===== config.mk =====
export PLATFORM = sky130hd
export DESIGN_NAME = sac_top
export DESIGN_NICKNAME = d
export VERILOG_FILES = /design/src/hw/sac_pkg.sv /design/src/hw/sac_sync.sv /design/src/hw/sac_top.sv
export VERILOG_INCLUDE_DIRS = /design/src /design/src/hw
export SDC_FILE = /design/constraint.sdc
export NUM_CORES = 1
export LEC_CHECK = 0
export BUFFER_PORTS_ARGS = -buffer_cell sky130_fd_sc_hd__buf_2
export CAP_MARGIN = 5
export CELL_PAD_IN_SITES_DETAIL_PLACEMENT = 0
export CELL_PAD_IN_SITES_GLOBAL_PLACEMENT = 2
export CORE_MARGIN = 2
export CORE_UTILIZATION = 25
export DETAILED_ROUTE_END_ITERATION = 16
export PLACE_DENSITY_LB_ADDON = 0.1
export SYNTH_ARGS = -nofsm -noshare
export SYNTH_HDL_FRONTEND = slang
export SYNTH_SLANG_ARGS = --single-unit

===== constraint.sdc =====
create_clock -name mclk_in -period 2.57 [get_ports mclk_in]
set_input_delay 0.257 -clock mclk_in [delete_from_list [all_inputs] [get_ports mclk_in]]
set_output_delay 0.257 -clock mclk_in [all_outputs]
set_load 0.01 [all_outputs]

===== src/hw/sac_cfg.svh =====
/*
 * Constants of the converter control and readout block: result width,
 * conversion, acquisition and wake timing, and reset values of the
 * synchronised pins.
 * Assumes the including file runs on the 200 MHz system clock.
 */
`ifndef SAC_CFG_SVH
`define SAC_CFG_SVH

// -----------------------------------------------------------------
// Clock and result
// -----------------------------------------------------------------
`define SAC_CLK_PERIOD_NS   5
`define SAC_RESULT_BITS     16
`define SAC_BYTE_BITS       8

// -----------------------------------------------------------------
// Timing, in ns as printed, then in cycles
// -----------------------------------------------------------------
`define SAC_CONV_TIME_NS    1300
`define SAC_ACQ_TIME_NS     685
`define SAC_RST_EXTRA_NS    1000
`define SAC_NAP_WAKE_NS     250
// Longest times round down, least times round up
`define SAC_CONV_CYCLES     (`SAC_CONV_TIME_NS / `SAC_CLK_PERIOD_NS)
`define SAC_STEP_CYCLES     (`SAC_CONV_CYCLES / `SAC_RESULT_BITS)
`define SAC_ACQ_CYCLES      (`SAC_ACQ_TIME_NS / `SAC_CLK_PERIOD_NS)
`define SAC_SETTLE_CYCLES   ((`SAC_ACQ_TIME_NS + `SAC_RST_EXTRA_NS) / `SAC_CLK_PERIOD_NS)
`define SAC_WAKE_CYCLES     ((`SAC_NAP_WAKE_NS + `SAC_CLK_PERIOD_NS - 1) / `SAC_CLK_PERIOD_NS)

// -----------------------------------------------------------------
// Reset values
// -----------------------------------------------------------------
`define SAC_PINS_RESET      9'h1e3
`define SAC_MSB_TRIAL       16'h8000
`define SAC_RESULT_RESET    16'h0000

`endif


===== src/hw/sac_pkg.sv =====
/*
 * Types of the converter control and readout block.
 * Assumes sac_cfg.svh for all numeric constants.
 */
package sac_pkg;

    // -------------------------------------------------------------
    // Pins from outside the clock domain, synchronised as one word
    // -------------------------------------------------------------
    typedef struct packed {
        logic conv_rst;     // Converter reset, active high
        logic cs_n;
        logic rd_n;
        logic cnv_n;        // conversion_start_n
        logic sclk;
        logic ser;          // interface_select
        logic swap;         // byte_order_flip
        logic fmt;          // output_format_select
        logic chain;        // chain_data_in
    } sac_pins_t;

    // -------------------------------------------------------------
    // Conversion sequencer
    // -------------------------------------------------------------
    typedef enum logic [0:0] {
        sac_idle    = 1'b0,
        sac_convert = 1'b1
    } sac_state_t;

endpackage


===== src/hw/sac_sync.sv =====
/*
 * Three-stage synchroniser with agreement filter for a word of pins.
 * Assumes every bit is an independent level from outside the domain.
 */
`timescale 1ns/1ps

module sac_sync #(
    parameter int                 WIDTH     = 1,
    parameter logic [WIDTH-1:0]   RESET_VAL = '0
) (
    input  wire logic             mclk_in,
    input  wire logic             resetn_in,
    input  wire logic [WIDTH-1:0] async_in,
    output logic      [WIDTH-1:0] level_out
);

    logic [WIDTH-1:0] meta_reg;
    logic [WIDTH-1:0] stage2_reg;
    logic [WIDTH-1:0] stage3_reg;
    logic [WIDTH-1:0] level_reg;

    // -------------------------------------------------------------
    // Synchroniser chain
    // -------------------------------------------------------------
    always_ff @(posedge mclk_in)
    begin
        if (!resetn_in)
        begin
            meta_reg   <= RESET_VAL;
            stage2_reg <= RESET_VAL;
            stage3_reg <= RESET_VAL;
        end
        else
        begin
            meta_reg   <= async_in;
            stage2_reg <= meta_reg;
            stage3_reg <= stage2_reg;
        end
    end

    // -------------------------------------------------------------
    // Agreement filter, one per bit
    // -------------------------------------------------------------
    // A glitch shorter than one cycle never reaches the level
    for (genvar i = 0; i < WIDTH; i++)
    begin : g_bit
        always_ff @(posedge mclk_in)
        begin
            if (!resetn_in)
                level_reg[i] <= RESET_VAL[i];
            else if (stage2_reg[i] == stage3_reg[i])
                level_reg[i] <= stage3_reg[i];
        end
    end

    assign level_out = level_reg;

endmodule


===== src/hw/sac_top.sv =====
/*
 * Conversion sequencer and parallel/serial readout of a 16-bit
 * successive approximation converter.
 * Assumes an analog front end that answers comparator_in for the
 * trial code on dac_trial_out within one cycle, and a board that
 * resolves the pin levels from the output enables.
 */
// Overview of operation
// - A falling edge of conversion_start_n starts a conversion.
// - Start edges during a conversion are ignored.
// - Busy is high exactly while a conversion runs.
// - Conversions are timed internally and finish within 1300ns.
// - Acquisition needs at most 685ns; 500ksps throughput results.
// - Parallel bus drives only with serial select low, select and read low.
// - Byte flip low: upper result byte on upper bus byte.
// - Byte flip high: lower result byte on upper bus byte.
// - Serial select high with select and read low enables serial out.
// - Serial output changes on rising shift clock; host samples falling.
// - The MSB holds until the first rising edge after a falling.
// - In serial mode the unused outputs float.
// - Chain input data follows own bits on the serial output.
// - The first chain bit is caught on the first falling shift edge.
// - Format select low inverts the MSB for two's complement.
// - Converter reset aborts a conversion and floats the data bus.
// - Converter reset ignores start requests.
// - Select or read high floats all data outputs.
// - Nap: start kept low, then high 250ns before next start.
`timescale 1ns/1ps
`include "sac_cfg.svh"

module sac_top #(
    parameter int BITS          = `SAC_RESULT_BITS,
    parameter int STEP_CYCLES   = `SAC_STEP_CYCLES,
    parameter int ACQ_CYCLES    = `SAC_ACQ_CYCLES,
    parameter int SETTLE_CYCLES = `SAC_SETTLE_CYCLES,
    parameter int WAKE_CYCLES   = `SAC_WAKE_CYCLES
) (
    input  wire logic            mclk_in,
    input  wire logic            resetn_in,
    input  wire logic            converter_reset_in,
    input  wire logic            conversion_start_n_in,
    input  wire logic            cs_n_in,
    input  wire logic            rd_n_in,
    input  wire logic            interface_select_in,
    input  wire logic            byte_order_flip_in,
    input  wire logic            output_format_select_in,
    input  wire logic            sclk_in,
    input  wire logic            chain_data_in,
    input  wire logic            comparator_in,
    output logic      [BITS-1:0] dac_trial_out,
    output logic                 busy_out,
    output logic                 acquiring_out,
    output logic                 nap_out,
    output logic      [BITS-1:0] data_out,
    output logic      [BITS-1:0] data_oe_out,
    output logic                 serial_result_out,
    output logic                 serial_result_oe_out
);

    localparam int HB       = BITS / 2;
    localparam int CONV_LEN = BITS * STEP_CYCLES;

    sac_pkg::sac_pins_t pins_raw;
    sac_pkg::sac_pins_t pins_s;
    sac_pkg::sac_state_t state_reg;
    logic [BITS-1:0] trial_reg;
    logic [BITS-1:0] sar_next;
    logic [BITS-1:0] result_reg;
    logic [BITS-1:0] fmt_word;
    logic [BITS-1:0] par_data_reg;
    logic [BITS-1:0] shift_reg;
    logic [3:0]      bit_idx_reg;
    logic [8:0]      step_cnt_reg;
    logic [8:0]      acq_cnt_reg;
    logic [8:0]      wake_cnt_reg;
    logic            cnv_prev_reg;
    logic            sclk_prev_reg;
    logic            armed_reg;
    logic            chain_bit_reg;
    logic            nap_reg;
    logic            start_fall;
    logic            sclk_rise;
    logic            sclk_fall;
    logic            step_end;
    logic            conv_done;
    logic            read_sel;
    logic            ser_en;
    logic            par_en;

    // -------------------------------------------------------------
    // Pin synchronisation
    // -------------------------------------------------------------
    assign pins_raw = '{conv_rst: converter_reset_in,
                        cs_n:     cs_n_in,
                        rd_n:     rd_n_in,
                        cnv_n:    conversion_start_n_in,
                        sclk:     sclk_in,
                        ser:      interface_select_in,
                        swap:     byte_order_flip_in,
                        fmt:      output_format_select_in,
                        chain:    chain_data_in};

    sac_sync #(
        .WIDTH     ($bits(sac_pkg::sac_pins_t)),
        .RESET_VAL (`SAC_PINS_RESET)
    ) u_sync (
        .mclk_in   (mclk_in),
        .resetn_in (resetn_in),
        .async_in  (pins_raw),
        .level_out (pins_s)
    );

    always_ff @(posedge mclk_in)
    begin
        if (!resetn_in)
        begin
            cnv_prev_reg  <= 1'b1;
            sclk_prev_reg <= 1'b0;
        end
        else
        begin
            cnv_prev_reg  <= pins_s.cnv_n;
            sclk_prev_reg <= pins_s.sclk;
        end
    end

    assign start_fall = cnv_prev_reg & ~pins_s.cnv_n;
    assign sclk_rise  = ~sclk_prev_reg & pins_s.sclk;
    assign sclk_fall  = sclk_prev_reg & ~pins_s.sclk;

    // -------------------------------------------------------------
    // Successive approximation sequencer
    // -------------------------------------------------------------
    assign step_end  = (state_reg == sac_pkg::sac_convert)
                       && (step_cnt_reg == 9'h000);
    assign conv_done = step_end && (bit_idx_reg == 4'h0);

    always_comb
    begin
        sar_next = trial_reg;
        if (!comparator_in)
            sar_next[bit_idx_reg] = 1'b0;
        if (bit_idx_reg != 4'h0)
            sar_next[bit_idx_reg - 4'h1] = 1'b1;
    end

    always_ff @(posedge mclk_in)
    begin
        if (!resetn_in || pins_s.conv_rst)
        begin
            state_reg    <= sac_pkg::sac_idle;
            trial_reg    <= `SAC_MSB_TRIAL;
            bit_idx_reg  <= 4'hf;
            step_cnt_reg <= 9'h000;
        end
        else
        begin
            unique case (state_reg)
                sac_pkg::sac_idle:
                begin
                    if (start_fall)
                    begin
                        state_reg    <= sac_pkg::sac_convert;
                        trial_reg    <= `SAC_MSB_TRIAL;
                        bit_idx_reg  <= 4'(BITS - 1);
                        step_cnt_reg <= 9'(STEP_CYCLES - 1);
                    end
                end
                sac_pkg::sac_convert:
                begin
                    // Start edges fall through here unseen
                    if (step_end)
                    begin
                        trial_reg <= sar_next;
                        if (conv_done)
                            state_reg <= sac_pkg::sac_idle;
                        else
                        begin
                            bit_idx_reg  <= bit_idx_reg - 4'h1;
                            step_cnt_reg <= 9'(STEP_CYCLES - 1);
                        end
                    end
                    else
                        step_cnt_reg <= step_cnt_reg - 9'h001;
                end
            endcase
        end
    end

    assign busy_out      = (state_reg == sac_pkg::sac_convert);
    assign dac_trial_out = trial_reg;

    // -------------------------------------------------------------
    // Acquisition window and nap
    // -------------------------------------------------------------
    always_ff @(posedge mclk_in)
    begin
        if (!resetn_in || pins_s.conv_rst)
            acq_cnt_reg <= 9'(SETTLE_CYCLES);
        else if (conv_done)
            acq_cnt_reg <= 9'(ACQ_CYCLES);
        else if (acq_cnt_reg != 9'h000)
            acq_cnt_reg <= acq_cnt_reg - 9'h001;
    end

    assign acquiring_out = (acq_cnt_reg != 9'h000);

    // Wake time is only reported; an early start still converts
    always_ff @(posedge mclk_in)
    begin
        if (!resetn_in || pins_s.conv_rst)
        begin
            nap_reg      <= 1'b0;
            wake_cnt_reg <= 9'h000;
        end
        else
        begin
            if (conv_done && !pins_s.cnv_n)
                nap_reg <= 1'b1;
            else if (wake_cnt_reg == 9'(WAKE_CYCLES - 1))
                nap_reg <= 1'b0;
            if (!nap_reg || !pins_s.cnv_n)
                wake_cnt_reg <= 9'h000;
            else
                wake_cnt_reg <= wake_cnt_reg + 9'h001;
        end
    end

    assign nap_out = nap_reg;

    // -------------------------------------------------------------
    // Result holder and format
    // -------------------------------------------------------------
    always_ff @(posedge mclk_in)
    begin
        if (!resetn_in)
            result_reg <= `SAC_RESULT_RESET;
        else if (conv_done)
            result_reg <= sar_next;
    end

    // Offset binary is native; low format flips the MSB
    assign fmt_word = {result_reg[BITS-1] ^ ~pins_s.fmt,
                       result_reg[BITS-2:0]};

    // -------------------------------------------------------------
    // Parallel readout
    // -------------------------------------------------------------
    always_ff @(posedge mclk_in)
    begin
        if (!resetn_in)
            par_data_reg <= `SAC_RESULT_RESET;
        else if (pins_s.swap)
            par_data_reg <= {fmt_word[HB-1:0], fmt_word[BITS-1:HB]};
        else
            par_data_reg <= fmt_word;
    end

    // Raw reset pin floats the bus at once, before synchronisation
    assign read_sel = ~pins_s.cs_n & ~pins_s.rd_n
                      & ~pins_s.conv_rst & ~converter_reset_in;
    assign par_en   = read_sel & ~pins_s.ser;
    assign ser_en   = read_sel & pins_s.ser;
    assign data_out    = par_data_reg;
    assign data_oe_out = {BITS{par_en}};

    // -------------------------------------------------------------
    // Serial readout and daisy chain
    // -------------------------------------------------------------
    always_ff @(posedge mclk_in)
    begin
        if (!resetn_in)
            chain_bit_reg <= 1'b0;
        else if (ser_en && sclk_fall)
            chain_bit_reg <= pins_s.chain;
    end

    // A fresh result wins over any shift in the same cycle
    always_ff @(posedge mclk_in)
    begin
        if (!resetn_in)
        begin
            shift_reg <= `SAC_RESULT_RESET;
            armed_reg <= 1'b0;
        end
        else if (conv_done)
        begin
            shift_reg <= {sar_next[BITS-1] ^ ~pins_s.fmt,
                          sar_next[BITS-2:0]};
            armed_reg <= 1'b0;
        end
        else if (ser_en)
        begin
            if (sclk_fall)
                armed_reg <= 1'b1;
            if (sclk_rise && armed_reg)
                shift_reg <= {shift_reg[BITS-2:0], chain_bit_reg};
        end
    end

    assign serial_result_out    = shift_reg[BITS-1];
    assign serial_result_oe_out = ser_en;

    int unsigned busy_len;
    always_ff @(posedge mclk_in)
    begin
        if (!resetn_in || !busy_out)
            busy_len <= 0;
        else
            busy_len <= busy_len + 1;
    end
endmodule


==> run_summary.xml <==
<?xml version="1.0" encoding="UTF-8"?>
<metrics>
  <group name="drt">
    <metric name="detail_route.vias_per_cell" unit="">4.46</metric>
    <metric name="drt_first_iter_violations" unit="">233</metric>
    <metric name="drtPass1Iterations" unit="">4</metric>
    <metric name="routed_wire_length_per_instance" unit="um">14.9</metric>
    <metric name="drt_drc_violations_left" unit="">0</metric>
    <metric name="route.antenna.remaining_nets" unit="">0</metric>
    <metric name="detailroute.via_count" unit="">4272</metric>
    <metric name="finalWirelength" unit="um">14200</metric>
  </group>
  <group name="yosys">
    <metric name="synth_async_sr_flop_share" unit="%">0</metric>
    <metric name="syn_inst" unit="">612</metric>
    <metric name="ys_types" unit="">58</metric>
    <metric name="flop_and_latch_count_out_of_synthesis" unit="">137</metric>
    <metric name="synthTopCellsByArea" unit="">sky130_fd_sc_hd__dfxtp_1, sky130_fd_sc_hd__nor2_1, sky130_fd_sc_hd__a21oi_1, sky130_fd_sc_hd__mux2i_1, sky130_fd_sc_hd__o21ai_0</metric>
    <metric name="synth_edf_count" unit="">0</metric>
    <metric name="netlist_area" unit="um^2">5530</metric>
    <metric name="ys.warnings.count" unit="">0</metric>
    <metric name="synth_top_flop_cell" unit="">sky130_fd_sc_hd__dfxtp_1</metric>
    <metric name="syn-num-nets" unit="">633</metric>
    <metric name="mean_area_per_synthesized_cell" unit="um^2">9.04</metric>
    <metric name="synthDominantCellAreaShare" unit="%">49.6</metric>
    <metric name="synth_seq_area_share" unit="%">49.6</metric>
    <metric name="library_cell_occupying_the_most_area_in_the_post_synthesis_netlist" unit="">sky130_fd_sc_hd__dfxtp_1</metric>
  </group>
  <group name="floorplan">
    <metric name="die-width" unit="um">153</metric>
    <metric name="pin_count" unit="">65</metric>
    <metric name="placeableCoreArea" unit="um^2">21800</metric>
    <metric name="num_rows" unit="">54</metric>
    <metric name="floorplan.die.height" unit="um">153</metric>
    <metric name="floorplan.initialDensity" unit="%">25.4</metric>
    <metric name="die-area" unit="um^2">23300</metric>
  </group>
  <group name="clocking">
    <metric name="cts_max_level" unit="">4</metric>
    <metric name="cts_setup_buffers" unit="">0</metric>
    <metric name="total_of_hold_buffers_inserted_after_clock_tree_synthesis" unit="">2</metric>
    <metric name="cts_sinks" unit="">137</metric>
    <metric name="clk_pin_slew_worst_paths" unit="ns">0.06</metric>
    <metric name="cts_tree" unit="">done</metric>
    <metric name="worstSkewPairLatency" unit="ns">0.42</metric>
    <metric name="cts_root_buf" unit="">sky130_fd_sc_hd__clkbuf_16</metric>
    <metric name="clk_path_buf_depth" unit="">2</metric>
    <metric name="cts-buffers-inserted" unit="">17</metric>
    <metric name="cts_resized" unit="">0</metric>
  </group>
  <group name="setup_path">
    <metric name="regToRegStartpoint" unit="">bit_idx_reg[0]</metric>
    <metric name="critical_path_arrival" unit="ns">1.99</metric>
    <metric name="required" unit="ns">2.31</metric>
    <metric name="cp-start-kind" unit="">register</metric>
    <metric name="path_max_fanout" unit="">8</metric>
    <metric name="cp-endpoint" unit="">acquiring_out</metric>
    <metric name="crit_path_category" unit="">reg -&gt; out</metric>
    <metric name="worst_setup_path_startpoint" unit="">acq_cnt_reg[0]</metric>
    <metric name="r2r_setup_slack" unit="ns">0.36</metric>
    <metric name="ff2ff_path_depth" unit="">7</metric>
    <metric name="timing.rr.end" unit="">bit_idx_reg[1]</metric>
    <metric name="critPathCaptureType" unit="">primary output</metric>
  </group>
  <group name="timing">
    <metric name="rsz0062_at_grt" unit="">false</metric>
    <metric name="timing_worst_slew_pin_value" unit="ns">0.754</metric>
    <metric name="report.final.setup_viol" unit="">0</metric>
    <metric name="layout_min_cycle_time" unit="ns">2.25</metric>
    <metric name="fmax" unit="MHz">445</metric>
    <metric name="fin_ws" unit="ns">0.325</metric>
    <metric name="timing_max_transition_violations_final" unit="">0</metric>
    <metric name="holdWs" unit="ns">0.0253</metric>
    <metric name="fin_worst_skew" unit="ns">0.0101</metric>
    <metric name="hold_violations" unit="">0</metric>
    <metric name="min_period_over_period" unit="%">87.4</metric>
    <metric name="final.setup.tns" unit="ns">0</metric>
    <metric name="max-slew-margin-rel" unit="%">49.7</metric>
  </group>
  <group name="power">
    <metric name="cellPowerDensity" unit="nW/um^2">716</metric>
    <metric name="vdd_drop_max" unit="mV">0.403</metric>
    <metric name="power_leakage" unit="nW">2.59</metric>
  </group>
  <group name="global_route">
    <metric name="first_global_vias" unit="">4267</metric>
    <metric name="global_route.overflow_total" unit="">0</metric>
    <metric name="grt_start_max_net_pins" unit="">45</metric>
    <metric name="groute.usage.overall" unit="%">12.6</metric>
    <metric name="number_of_antenna_violations_at_the_first_check_in_global_routing" unit="">0</metric>
    <metric name="wire_length_of_the_first_global_routing_pass" unit="um">23200</metric>
  </group>
  <group name="cells_and_area">
    <metric name="syn_to_final_growth" unit="%">21.1</metric>
    <metric name="layout.cells.most_common_list" unit="">sky130_fd_sc_hd__dfxtp_1, sky130_fd_sc_hd__nor2_1, sky130_fd_sc_hd__buf_2</metric>
    <metric name="mostFrequentLayoutCell" unit="">sky130_fd_sc_hd__dfxtp_1</metric>
    <metric name="num-nets-final" unit="">686</metric>
    <metric name="fillCellCount" unit="">2295</metric>
    <metric name="antenna_cells_inserted" unit="">0</metric>
    <metric name="post_route_cells_drive_above_1_share" unit="%">19.1</metric>
  </group>
  <group name="placed_design">
    <metric name="place.gp.congestion" unit="">0.735</metric>
    <metric name="dpl_worst_slack" unit="ns">0.362</metric>
    <metric name="port_buffers" unit="">64</metric>
    <metric name="dp_hpwl" unit="um">9870</metric>
  </group>
  <group name="outcome">
    <metric name="run_status" unit="">complete, no violations</metric>
  </group>
  <group name="flow_run">
    <metric name="maxCapViolCount" unit="">0</metric>
  </group>
  <group name="min_path">
    <metric name="worst_hold_path_class" unit="">in -&gt; reg</metric>
  </group>
</metrics>
## critical path, cell delays in order, from the launching register on
cell and delay, ns:
sky130_fd_sc_hd__dfxtp_1 0.34, sky130_fd_sc_hd__inv_1 0.06, sky130_fd_sc_hd__ha_1 0.20, sky130_fd_sc_hd__nor3b_1 0.38
sky130_fd_sc_hd__nand3_1 0.34, sky130_fd_sc_hd__buf_2 0.25
## per-layer routing
metal  up-vias  GRT usage (%)  wire length [um]
li1       2192              -                 -
met1      2014           15.6              6610
met2        53           21.0              6940
met3        13           3.58               450
met4         0           4.45               218
met5         -              0                 0
## per-stage QoR
step                      instance area (um^2)  util [%]  std cells  power (mW)
after detailed placement                  6050      27.8        924        2.25
after CTS                                 6700      30.8        957        4.88
after floorplan                           5530         -        612        2.23
after global placement                    6050      27.8        924        2.25
after global routing                      6700      30.8        957        5.00
final                                     6700      30.8        957        4.80
## cell usage after synthesis (all sizes together), types with 2 or more instances
| cell | count |
|---|---|
| nor4b | 2 |
| xor2 | 6 |
| xnor2 | 9 |
| and3 | 13 |
| a311oi | 3 |
| or4 | 2 |
| mux2i | 23 |
| nor2 | 82 |
| clkbuf | 21 |
| inv | 12 |
| a32oi | 2 |
| and3b | 2 |
| a22oi | 7 |
| a21boi | 6 |
| nand3 | 13 |
| nand2 | 46 |
| o41ai | 2 |
| a21oi | 50 |
| nor3 | 10 |
| nor4 | 5 |
| o21ai | 47 |
| ha | 9 |
| buf | 25 |
| or2 | 3 |
| dfxtp | 137 |
| a211oi | 6 |
| and2 | 13 |
| mux2 | 9 |
| a31oi | 2 |
| nor3b | 3 |
| nor2b | 3 |
| nand2b | 24 |
## power by group
part	total (mW)	switching (mW)	internal, mW
combinational	0.0567	0.0340	0.0227
clock	2.59	0.936	1.66
sequential	2.15	0.00651	2.14
total	4.80	0.976	3.82
## layout make-up
| class | count | area (um^2) | area share (%) |
|---|---|---|---|
| multi-input combinational | 416 | 2480 | 37.0 |
| clock buffer | 22 | 494 | 7.37 |
| sequential | 137 | 2740 | 40.9 |
| tap | 280 | 350 | 5.23 |
| timing repair buffer | 80 | 445 | 6.65 |
| inverter | 13 | 48.8 | 0.728 |
| clock inverter | 9 | 138 | 2.05 |
## worst min path at each step
stage                                 endpoint                from  slack (ns)  cells past startpoint
after floorplan             u_sync.meta_reg[0]       chain_data_in        0.36                      1
after global placement    u_sync.stage2_reg[6]  u_sync.meta_reg[6]        0.39                      1
after detailed placement  u_sync.stage2_reg[1]  u_sync.meta_reg[1]        0.40                      1
after CTS                   u_sync.meta_reg[7]             cs_n_in       0.004                      2
after global routing        u_sync.meta_reg[7]             cs_n_in        0.01                      2
final                       u_sync.meta_reg[7]             cs_n_in        0.03                      2
## logic make-up (layout without fill, tap and decap cells)
| kind of cell | Yosys count | count (layout) | synth area share, % |
|---|---|---|---|
| XOR/XNOR | 15 | 15 | 2.38 |
| AO/OA/AOI/OAI | 131 | 131 | 13.9 |
| adder cells (fa/ha/maj) | 9 | 9 | 2.04 |
| multiplexers | 32 | 32 | 5.99 |
| AND/OR/NAND/NOR | 229 | 229 | 20.6 |
| buffers and inverters | 59 | 124 | 5.54 |
| flip-flops | 137 | 137 | 49.6 |
Note: power is estimated with default switching activity, not from simulation.
